## config.mk

```make
export PLATFORM = sky130hd
export DESIGN_NAME = cmps_pwm
export DESIGN_NICKNAME = d
export VERILOG_FILES = /design/src/hw/cmps_pkg.sv /design/src/hw/cmps_sync.sv /design/src/hw/cmps_pwm.sv
export SDC_FILE = /design/constraint.sdc
export NUM_CORES = 1
export LEC_CHECK = 0
export BUFFER_PORTS_ARGS = -buffer_cell sky130_fd_sc_hd__buf_2
export CAP_MARGIN = 25
export CORE_AREA = 2 2 116 118
export CTS_BUF_LIST = sky130_fd_sc_hd__clkbuf_2 sky130_fd_sc_hd__clkbuf_4 sky130_fd_sc_hd__clkbuf_8
export CTS_CLUSTER_SIZE = 8
export DETAILED_ROUTE_END_ITERATION = 12
export DIE_AREA = 0 0 118 120
export GPL_TIMING_DRIVEN = 0
export PLACE_DENSITY = 0.73
export SLEW_MARGIN = 40
export SYNTH_ARGS = -nofsm -noshare
export SYNTH_HDL_FRONTEND = slang
export SYNTH_HIERARCHICAL = 1
export SYNTH_SLANG_ARGS = --single-unit
export TNS_END_PERCENT = 20
```

## constraint.sdc

```tcl
create_clock -name sys_clk -period 5.9 [get_ports sys_clk]
set_input_delay 1.18 -clock sys_clk [delete_from_list [all_inputs] [get_ports sys_clk]]
set_output_delay 1.18 -clock sys_clk [all_outputs]
set_load 0.02 [all_outputs]
```

## src/hw/cmps_pkg.sv

```systemverilog
// Constants shared by the switching-cycle controller and its testbench
package cmps_pkg;

  // ==========================================================================
  // Clock
  localparam int unsigned CLK_HZ        = 20_000_000;
  localparam int unsigned CLK_NS        = 50;
  localparam int unsigned CYC_PER_MS    = CLK_HZ / 1_000;
  localparam int unsigned CYC_PER_US_X  = CLK_HZ / 1_000_000;

  // ==========================================================================
  // Oscillator
  localparam int unsigned FSW_HZ        = 65_000;
  localparam int unsigned PER_NOM       = CLK_HZ / FSW_HZ;
  localparam int unsigned JIT_PCT       = 4;
  localparam int unsigned JIT_DEV       = PER_NOM * JIT_PCT / 100;
  localparam int unsigned JIT_PERIOD_MS = 4;
  localparam int unsigned DMAX_NUM      = 3;
  localparam int unsigned DMAX_DEN      = 4;
  localparam int unsigned PER_W         = 10;
  localparam int unsigned OFS_W         = 6;

  // ==========================================================================
  // Gate timing, least times round up
  localparam int unsigned MINOFF_NS     = 156;
  localparam int unsigned MINOFF_CYC    = (MINOFF_NS + CLK_NS - 1) / CLK_NS;
  localparam int unsigned LEB_NS        = 220;
  localparam int unsigned LEB_CYC       = (LEB_NS + CLK_NS - 1) / CLK_NS;
  localparam int unsigned DLY_W         = 3;

  // ==========================================================================
  // Soft start
  localparam int unsigned SS_STEPS      = 32;
  localparam int unsigned SS_STEP_W     = 5;
  localparam int unsigned SS_STEP_US    = 600;
  localparam int unsigned SS_TOTAL_MS   = 20;
  localparam int unsigned TMR_W         = 20;

  // ==========================================================================
  // Synchroniser lanes
  localparam int unsigned SYNC_W        = 5;
  localparam int unsigned LN_FB         = 0;
  localparam int unsigned LN_SS         = 1;
  localparam int unsigned LN_CL         = 2;
  localparam int unsigned LN_BCL        = 3;
  localparam int unsigned LN_UVLO       = 4;

endpackage

```

## src/hw/cmps_sync.sv

```systemverilog
// Two-stage synchroniser for asynchronous comparator and lockout levels
`timescale 1ns/1ps
module cmps_sync #(
  parameter int unsigned W = 1
) (
  // Clock and control
  input  wire logic         sys_clk,
  input  wire logic         sys_rst,
  input  wire logic         clk_en,
  // Levels
  input  wire logic [W-1:0] async_in,
  output logic      [W-1:0] sync_out
);

  typedef struct packed {
    logic [W-1:0] meta;
    logic [W-1:0] stable;
  } cmps_sync_s;

  cmps_sync_s st;
  cmps_sync_s next_st;

  // ==========================================================================
  // Only the second stage is visible outside
  always_comb begin
    next_st.meta   = async_in;
    next_st.stable = st.meta;
  end

  always_ff @(posedge sys_clk) begin
    if (sys_rst) begin
      st <= '0;
    end else if (clk_en) begin
      st <= next_st;
    end
  end

  assign sync_out = st.stable;

endmodule // cmps_sync

```

## src/hw/cmps_pwm.sv

```systemverilog
// Current-mode PWM switching-cycle controller with soft start and jitter
// Operation
// - Oscillator sets latch; any enabled comparator trip clears.
// - Cleared latch turns gate off immediately.
// - 65 kHz, four percent jitter, 4 ms.
// - Jitter only after soft start completes.
// - On-phase ends at 0.75 of period.
// - Gate held off 156 ns after trigger.
// - Soft start begins on lockout release.
// - 32 soft-start steps, one per 600 us.
// - Soft start ends at 20 ms, limit released.
// - Duty ramps from zero to maximum.
// - Every restart attempt reruns soft start.
// - Gate low while supply under lockout.
// - Current-limit trip ends every cycle's pulse.
// - Sense trips blanked 220 ns after turn-on.
// - Burst flag enables reduced current-limit trip.
// - Lockout off clears the soft-start counter.
`timescale 1ns/1ps
module cmps_pwm #(
  parameter int unsigned SS_STEP_CYC    = cmps_pkg::SS_STEP_US * cmps_pkg::CYC_PER_US_X,
  parameter int unsigned SS_TOTAL_CYC   = cmps_pkg::SS_TOTAL_MS * cmps_pkg::CYC_PER_MS,
  parameter int unsigned JIT_PERIOD_CYC = cmps_pkg::JIT_PERIOD_MS * cmps_pkg::CYC_PER_MS
) (
  // Clock and control
  input  wire logic                              sys_clk,
  input  wire logic                              sys_rst,
  input  wire logic                              clk_en,
  // Comparator trips, asynchronous levels
  input  wire logic                              feedback_pwm_comparator,
  input  wire logic                              soft_start_comparator,
  input  wire logic                              current_limit_comparator,
  input  wire logic                              burst_current_limit_comparator,
  // Supply lockout, high while supply is above threshold
  input  wire logic                              supply_ok,
  // Control unit, same clock
  input  wire logic                              burst_flag,
  input  wire logic                              restart_attempt,
  // Gate and oscillator
  output logic                                   gate_drive,
  output logic                                   oscillator_phase,
  output logic                                   ramp_reset_switch,
  // Soft start
  output logic [cmps_pkg::SS_STEP_W-1:0]         soft_start_level,
  output logic                                   soft_start_done
);

  localparam int unsigned JIT_STEP_CYC = JIT_PERIOD_CYC / (4 * cmps_pkg::JIT_DEV);
  localparam logic [cmps_pkg::PER_W-1:0] PER_NOM_V  = cmps_pkg::PER_W'(cmps_pkg::PER_NOM);
  localparam logic [cmps_pkg::OFS_W-1:0] JIT_MAX    = cmps_pkg::OFS_W'(cmps_pkg::JIT_DEV);
  localparam logic [cmps_pkg::OFS_W-1:0] JIT_MIN    = cmps_pkg::OFS_W'(-cmps_pkg::JIT_DEV);
  localparam logic [cmps_pkg::DLY_W-1:0] MINOFF_V   = cmps_pkg::DLY_W'(cmps_pkg::MINOFF_CYC);
  localparam logic [cmps_pkg::DLY_W-1:0] LEB_V      = cmps_pkg::DLY_W'(cmps_pkg::LEB_CYC);
  localparam logic [cmps_pkg::TMR_W-1:0] JIT_LAST   = cmps_pkg::TMR_W'(JIT_STEP_CYC - 1);
  localparam logic [cmps_pkg::TMR_W-1:0] SS_LAST    = cmps_pkg::TMR_W'(SS_TOTAL_CYC - 1);
  localparam logic [cmps_pkg::TMR_W-1:0] STEP_LAST  = cmps_pkg::TMR_W'(SS_STEP_CYC - 1);
  localparam logic [cmps_pkg::SS_STEP_W-1:0] STEP_TOP =
    cmps_pkg::SS_STEP_W'(cmps_pkg::SS_STEPS - 1);

  typedef struct packed {
    logic                           uvlo_ok;
    logic [cmps_pkg::PER_W-1:0]     phase_cnt;
    logic [cmps_pkg::PER_W-1:0]     period;
    logic [cmps_pkg::OFS_W-1:0]     jit_ofs;
    logic                           jit_up;
    logic [cmps_pkg::TMR_W-1:0]     jit_tmr;
    logic                           osc_on;
    logic                           ramp_closed;
    logic                           latch;
    logic [cmps_pkg::DLY_W-1:0]     dly;
    logic [cmps_pkg::DLY_W-1:0]     leb;
    logic                           gate;
    logic [cmps_pkg::TMR_W-1:0]     ss_tmr;
    logic [cmps_pkg::TMR_W-1:0]     step_tmr;
    logic [cmps_pkg::SS_STEP_W-1:0] ss_step;
    logic                           ss_done;
  } cmps_state_s;

  cmps_state_s                  st;
  cmps_state_s                  next_st;
  logic [cmps_pkg::SYNC_W-1:0]  trip_raw;
  logic [cmps_pkg::SYNC_W-1:0]  trip_s;
  logic                         osc_pulse;
  logic                         blank;
  logic                         trip_any;
  logic                         raw_trip;
  logic [cmps_pkg::PER_W+1:0]   on_prod;
  logic [cmps_pkg::PER_W-1:0]   max_on;

  // ==========================================================================
  // Input synchronisers
  always_comb begin
    trip_raw                    = '0;
    trip_raw[cmps_pkg::LN_FB]   = feedback_pwm_comparator;
    trip_raw[cmps_pkg::LN_SS]   = soft_start_comparator;
    trip_raw[cmps_pkg::LN_CL]   = current_limit_comparator;
    trip_raw[cmps_pkg::LN_BCL]  = burst_current_limit_comparator;
    trip_raw[cmps_pkg::LN_UVLO] = supply_ok;
  end

  cmps_sync #(
    .W        (cmps_pkg::SYNC_W)
  ) u_sync (
    .sys_clk  (sys_clk),
    .sys_rst  (sys_rst),
    .clk_en   (clk_en),
    .async_in (trip_raw),
    .sync_out (trip_s)
  );

  // ==========================================================================
  // Cycle logic
  always_comb begin
    next_st   = st;
    osc_pulse = st.uvlo_ok && (st.phase_cnt == '0);
    on_prod   = {2'b00, st.period} * (cmps_pkg::PER_W + 2)'(cmps_pkg::DMAX_NUM);
    max_on    = cmps_pkg::PER_W'(on_prod / (cmps_pkg::PER_W + 2)'(cmps_pkg::DMAX_DEN));
    blank     = (st.leb != '0);
    // Sense-derived trips share one blanked path; burst limit only in burst
    trip_any  = !blank && (trip_s[cmps_pkg::LN_FB] || trip_s[cmps_pkg::LN_CL]
                || (burst_flag && trip_s[cmps_pkg::LN_BCL])
                || (!st.ss_done && trip_s[cmps_pkg::LN_SS]));

    next_st.uvlo_ok = trip_s[cmps_pkg::LN_UVLO];

    // Oscillator; the jittered period loads at wrap, and is forced to nominal in any cycle under lockout, restart or soft start
    if (!st.uvlo_ok) begin
      next_st.phase_cnt = '0;
      next_st.period    = PER_NOM_V;
    end else if (st.phase_cnt >= st.period - 1'b1) begin
      next_st.phase_cnt = '0;
      next_st.period    = PER_NOM_V + {{(cmps_pkg::PER_W - cmps_pkg::OFS_W){st.jit_ofs[
                          cmps_pkg::OFS_W-1]}}, st.jit_ofs};
    end else begin
      next_st.phase_cnt = st.phase_cnt + 1'b1;
    end
    next_st.osc_on      = next_st.uvlo_ok && (next_st.phase_cnt < max_on);
    next_st.ramp_closed = !next_st.osc_on;

    // Triangular jitter sweep, frozen at nominal during soft start
    // A restart or lockout drop freezes it at once, not one cycle late
    if (!st.ss_done || !st.uvlo_ok || restart_attempt) begin
      next_st.period  = PER_NOM_V;
      next_st.jit_ofs = '0;
      next_st.jit_up  = 1'b1;
      next_st.jit_tmr = '0;
    end else if (st.jit_tmr >= JIT_LAST) begin
      next_st.jit_tmr = '0;
      if (st.jit_up) begin
        if (st.jit_ofs == JIT_MAX) begin
          next_st.jit_up  = 1'b0;
          next_st.jit_ofs = st.jit_ofs - 1'b1;
        end else begin
          next_st.jit_ofs = st.jit_ofs + 1'b1;
        end
      end else begin
        if (st.jit_ofs == JIT_MIN) begin
          next_st.jit_up  = 1'b1;
          next_st.jit_ofs = st.jit_ofs + 1'b1;
        end else begin
          next_st.jit_ofs = st.jit_ofs - 1'b1;
        end
      end
    end else begin
      next_st.jit_tmr = st.jit_tmr + 1'b1;
    end

    // PWM latch: oscillator pulse sets, duty limit or trip clears
    if (!st.uvlo_ok) begin
      next_st.latch = 1'b0;
    end else if (osc_pulse) begin
      next_st.latch = 1'b1;
    end else if (!st.osc_on || trip_any) begin
      next_st.latch = 1'b0;
    end

    // Minimum off delay lets duty fall continuously to zero
    if (osc_pulse) begin
      next_st.dly = MINOFF_V;
    end else if (st.dly != '0) begin
      next_st.dly = st.dly - 1'b1;
    end

    next_st.gate = next_st.latch && (next_st.dly == '0) && st.uvlo_ok
                   && next_st.osc_on;

    if (next_st.gate && !st.gate) begin
      next_st.leb = LEB_V;
    end else if (st.leb != '0) begin
      next_st.leb = st.leb - 1'b1;
    end

    // Soft start; a lockout drop or restart always begins again from zero
    if (!st.uvlo_ok || restart_attempt) begin
      next_st.ss_tmr   = '0;
      next_st.step_tmr = '0;
      next_st.ss_step  = '0;
      next_st.ss_done  = 1'b0;
    end else if (!st.ss_done) begin
      next_st.ss_tmr = st.ss_tmr + 1'b1;
      if (st.ss_tmr >= SS_LAST) begin
        next_st.ss_done = 1'b1;
      end
      if (st.step_tmr >= STEP_LAST) begin
        next_st.step_tmr = '0;
        if (st.ss_step != STEP_TOP) begin
          next_st.ss_step = st.ss_step + 1'b1;
        end
      end else begin
        next_st.step_tmr = st.step_tmr + 1'b1;
      end
    end
  end

  always_ff @(posedge sys_clk) begin
    if (sys_rst) begin
      st        <= '0;
      // Period idles at nominal so the jitter band holds out of reset
      st.period <= PER_NOM_V;
    end else if (clk_en) begin
      st <= next_st;
    end
  end

  // ==========================================================================
  // Outputs; the unblanked raw trip path cuts the gate without a clock edge
  always_comb begin
    raw_trip = (st.leb == '0) && (feedback_pwm_comparator || current_limit_comparator
               || (burst_flag && burst_current_limit_comparator)
               || (!st.ss_done && soft_start_comparator));
  end

  assign gate_drive        = st.gate && !raw_trip;
  assign oscillator_phase  = st.osc_on;
  assign ramp_reset_switch = st.ramp_closed;
  assign soft_start_level  = st.ss_step;
  assign soft_start_done   = st.ss_done;
endmodule // cmps_pwm

```

# Word-level counts from Yosys, hierarchy flattened
# Index checks and enable logic that the tools add are counted.
# Widths: inputs -> output; s select.
# word_totals
input_bits	10
ff_bits	114
output_inout_bits	9
word_cells	109
# op_classes
multipliers	1
n_reduce_logical	44
magnitude_cmp	5
n_eq_ne	5
n_mux	25
n_addsub	11
# ops
op	n
$mux 46	2
$add 20x1->20 const B	3
$mux 20	3
$mux 10	3
$mux 27	1
$ge 20x11->1 const B	1
$ge 20x14->1 const B	1
$ge 20x19->1 const B	1
$mux 7	2
$logic_and 1x1->1	13
$mul 10x2->12 const B	1
$mux 3	4
$mux 6	2
$add 10x1->10 const B	1
$add 9x10->10 const A	1
$ge 10x10->1	1
$logic_not 10->1	1
$logic_or 1x1->1	10
$lt 10x10->1	1
$mux 5	2
$sub 10x1->10 const B	1
$reduce_and 2->1	4
$reduce_bool 2->1	4
$logic_not 1->1	7
13 further kinds	21

# Logic depth before layout (Yosys ltp)
# logic_depth
word_depth	14
ltp_mapped	23

# Cells and area by module
# Netlist, hierarchy kept.
# modules_own_cells
module	instances	area_each_um2	cells_each	seq_area_each_um2
cmps_pwm	1	6029.5	731	2042.0
cmps_sync	1	352.8	32	200.2

# Worst setup path before layout
# OpenSTA, ideal clock, no wires.
# synth_path
path_type	reg-to-reg
from	register st[84] (netlist name)
to	register st[47] (netlist name)
arrival_ns	4.373
setup_ns	0.092
path_buffers	2
stages_incl_launch_ff	23
setup_slack_ns	1.435
t_required_ns	5.808
cell_sequence	dfxtp_1 -> inv_1 -> ha_1 -> o21ai_0 -> nand2_1 -> nand2_1 -> nor2_1 -> xnor2_1 -> ha_1 -> nand4_1 -> or3_1 -> o2111ai_4 -> buf_2 -> or2_2 -> clkbuf_1 -> nor2_1 -> ha_1 -> a211o_1 -> o211ai_1 -> a31oi_1 -> nor4bb_1 -> a21oi_1 -> o32ai_1
# synth_rtl
element	line	rtl
start, declared	cmps_pwm.sv:79	cmps_state_s st;
start signal, assigned	cmps_pwm.sv:221	st <= next_st;

==> impl_metrics.py <==
metrics = {
    "status": {
        "status": "finished clean",
    },
    "clock_network": {
        "holdBufCountCts": 0,
        "cts-root-buf": "clkbuf_8",
        "cts_htree_levels": 3,
        "cts_tree": "done",
        "cts.clk_slew.worst_paths_ps": 100,
        "clk_latency_ps": 380,
        "clock_path_buffers": 2,
        "clock_sinks": 112,
        "cts_setup_buffers": 0,
        "cts_made_buffers": 9,
        "cts_resized": 0,
    },
    "synthesis": {
        "ys_ff_latch": 112,
        "synth_most_common_cell": "dfxtp_1",
        "synthFlopType": "dfxtp_1",
        "syn_avg_cell_area_sq_um": 8.36,
        "yosys.area.top_type": "dfxtp_1",
        "synthArstFlopShare_pct": 0,
        "netlist_area_sq_um": 6380,
        "synth_nets": 827,
        "synth_edf_count": 0,
        "synth_seq_area_share_pct": 35.1,
        "yosysWarnings": 6,
        "synth.distinct_cells": 65,
        "ys_top_cells_by_count": "dfxtp_1, nor2_1, nand2_1, ha_1, a21oi_1",
        "synthTopCellsByArea": "dfxtp_1, ha_1, nor2_1, nand2_1, xor2_1",
        "synth_top_area_share_pct": 35.1,
        "syn_inst": 763,
    },
    "timing": {
        "max_freq_mhz": 194,
        "max-slew-margin-rel_pct": 43.8,
        "finalSetupViolations": 0,
        "hold_viol": 0,
        "fin_crit_sh_pct": 87.5,
        "fin_ws_ps": 740,
        "slew_viol_final": 0,
        "period_minus_slack_ps": 5160,
        "finalSetupTns_ps": 0,
        "fin_skew_ps": 8.90,
        "worst_pin_slew_ps": 836,
        "rsz0062_at_grt": "false",
        "hold_slack_ps": 474,
    },
    "drt": {
        "wl_per_cell_um": 14.1,
        "drt_iter0_drc": 380,
        "routed_via_density": 5.52,
        "num_vias": 5368,
        "routed_wl_um": 13700,
        "drc": 0,
        "ant_nets": 0,
        "dr.pass1.iters": 4,
    },
    "global_routing": {
        "overflow": 0,
        "grt_first_pass_wirelength_um": 23800,
        "grt_pass1_vias": 5042,
        "track_usage_pct": 20.4,
        "grt_max_degree": 18,
        "grt_antenna_before_repair": 0,
    },
    "placement": {
        "place_inst": 956,
        "placed_cell_area_sq_um": 6690,
        "io_buffers": 17,
        "gp_routability_congestion": 0.887,
        "post-place-ws_ps": 777,
        "place_hpwl_um": 10100,
    },
    "critical_path": {
        "cp_max_fo": 10,
        "path_cells": "inv_1 > ha_1 > o21ai_0 > nand2_1 > nand2_1 > nor2_1 > xnor2_1 > ha_1 > nand4_1 > or3_1 > o2111ai_4 > buf_2 > or2_2 > clkbuf_1 > nor2_1 > ha_1 > a211o_1 > o211ai_1 > a31oi_1 > nor4bb_1 > a21oi_1 > o32ai_1",
        "path_class": "flop to flop",
        "cp_slowest_stage_delay_ps": 510,
        "cp-end-kind": "flop",
        "critPathArrivalTime_ps": 5450,
        "cp-start-kind": "flop",
        "r2r-start": "st[84]",
        "crit_path_frequent_cell": "ha_1",
        "worstSetupStartpoint": "st[84]",
        "cpMaxStageDelayCell": "nor4bb_1",
        "required_ps": 6190,
    },
    "floorplanning": {
        "core_sq_um": 13000,
        "io_pins": 19,
        "die_w_um": 118,
        "start_util_pct": 49.2,
        "row_count": 42,
        "die_y_um": 120,
        "dieArea_sq_um": 14200,
    },
    "pwr": {
        "power_leakage_nw": 2.73,
        "vdd_ir_drop_max_v": 0.000123,
        "power_mw": 1.41,
        "p_per_area_nw_per_um2": 205,
    },
    "hold_path": {
        "hold_class": "flop to flop",
        "min_from": "st[22]",
    },
    "cells_and_area": {
        "fin_cells": 972,
        "layout.nets": 855,
        "antenna_cells": 0,
        "drive_above_1_share_pct": 6.53,
        "utilization_pct": 53.2,
        "synthToLayoutAreaGrowth_pct": 8.10,
        "final_area_sq_um": 6900,
    },
    "run": {
        "drv_cap": 0,
    },
}
-- kinds of logic after synthesis --
logic type,count (synthesis),synth area share (%)
flip-flops,112,35.1
AND/OR/NAND/NOR,308,24.0
multiplexers,15,2.37
AO/OA/AOI/OAI,147,15.2
buffers and inverters,68,4.53
XOR/XNOR,59,8.10
adder cells (fa/ha/maj),54,10.7
-- per-layer routing --
| metal | part of all wire [%] | global-route usage, % |
|---|---|---|
| met5 | 0 | 0 |
| met4 | 1.6 | 7.91 |
| met3 | 2.9 | 2.14 |
| met2 | 47 | 34.4 |
| met1 | 49 | 27.0 |
-- report_power, final --
group	leakage (nW)	switching (mW)	total [mW]	internal (mW)
registers	0.906	0.0112	0.785	0.774
logic	1.72	0.102	0.173	0.0716
clock network	0.0979	0.256	0.457	0.201
total	2.73	0.369	1.41	1.05
-- placed cells by master (no fill, tap or decap), types with 7 or more instances in the layout --
master / netlist / layout
o31ai_1: 8 / 8
a31oi_1: 14 / 14
nor4_1: 7 / 7
clkbuf_1: 21 / 21
nand3_1: 28 / 28
nor2b_1: 9 / 9
ha_1: 53 / 53
nor3_1: 19 / 18
buf_2: 3 / 20
inv_1: 33 / 33
xnor2_1: 29 / 29
a21oi_1: 39 / 39
nand2_1: 71 / 71
nand3b_1: 10 / 10
clkbuf_8: 0 / 13
o211ai_1: 7 / 7
dfxtp_1: 112 / 112
mux2i_1: 14 / 14
and2_1: 11 / 11
o21ai_0: 30 / 30
nand4_1: 11 / 11
nor2_1: 89 / 89
xor2_1: 30 / 30
or3_1: 7 / 7
and3_1: 17 / 17
-- sequential cells by signal, summed over array words and instances (netlist names) --
| register | flops |
|---|---|
| u_sync/sync_out | 5 |
| st | 94 |
| soft_start_done | 1 |
| ramp_reset_switch | 1 |
| u_sync/next_st | 5 |
| oscillator_phase | 1 |
| soft_start_level | 5 |
-- area by class of cell --
cell class                      instances  area [sq um]
Clock buffer                           13           179
Inverter                               34           128
Clock inverter                          3          23.8
Buffer                                 34           161
Fill cell                            1258          6080
Tap cell                              176           220
Multi-Input combinational cell        583          3860
Timing Repair Buffer                   17          85.1
Sequential cell                       112          2240
-- worst paths after layout --
kind | cells after the start | slack [ps] | to
setup / recovery | 22 | 740 | st[47]
hold reg to reg | 1 | 470 | st[22]
setup reg to reg | 22 | 740 | st[47]
hold / removal | 1 | 470 | st[22]
-- critical path: cells and delay by family (launching register included) --
| family | cells | cell delay [ps] |
|---|---|---|
| buf+inv | 3 | 620 |
| fa+ha+maj | 3 | 840 |
| flops | 1 | 440 |
| xor+xnor | 1 | 140 |
| compound gates | 7 | 1510 |
| simple gates | 8 | 1530 |
(Power assumes the default switching activity.)
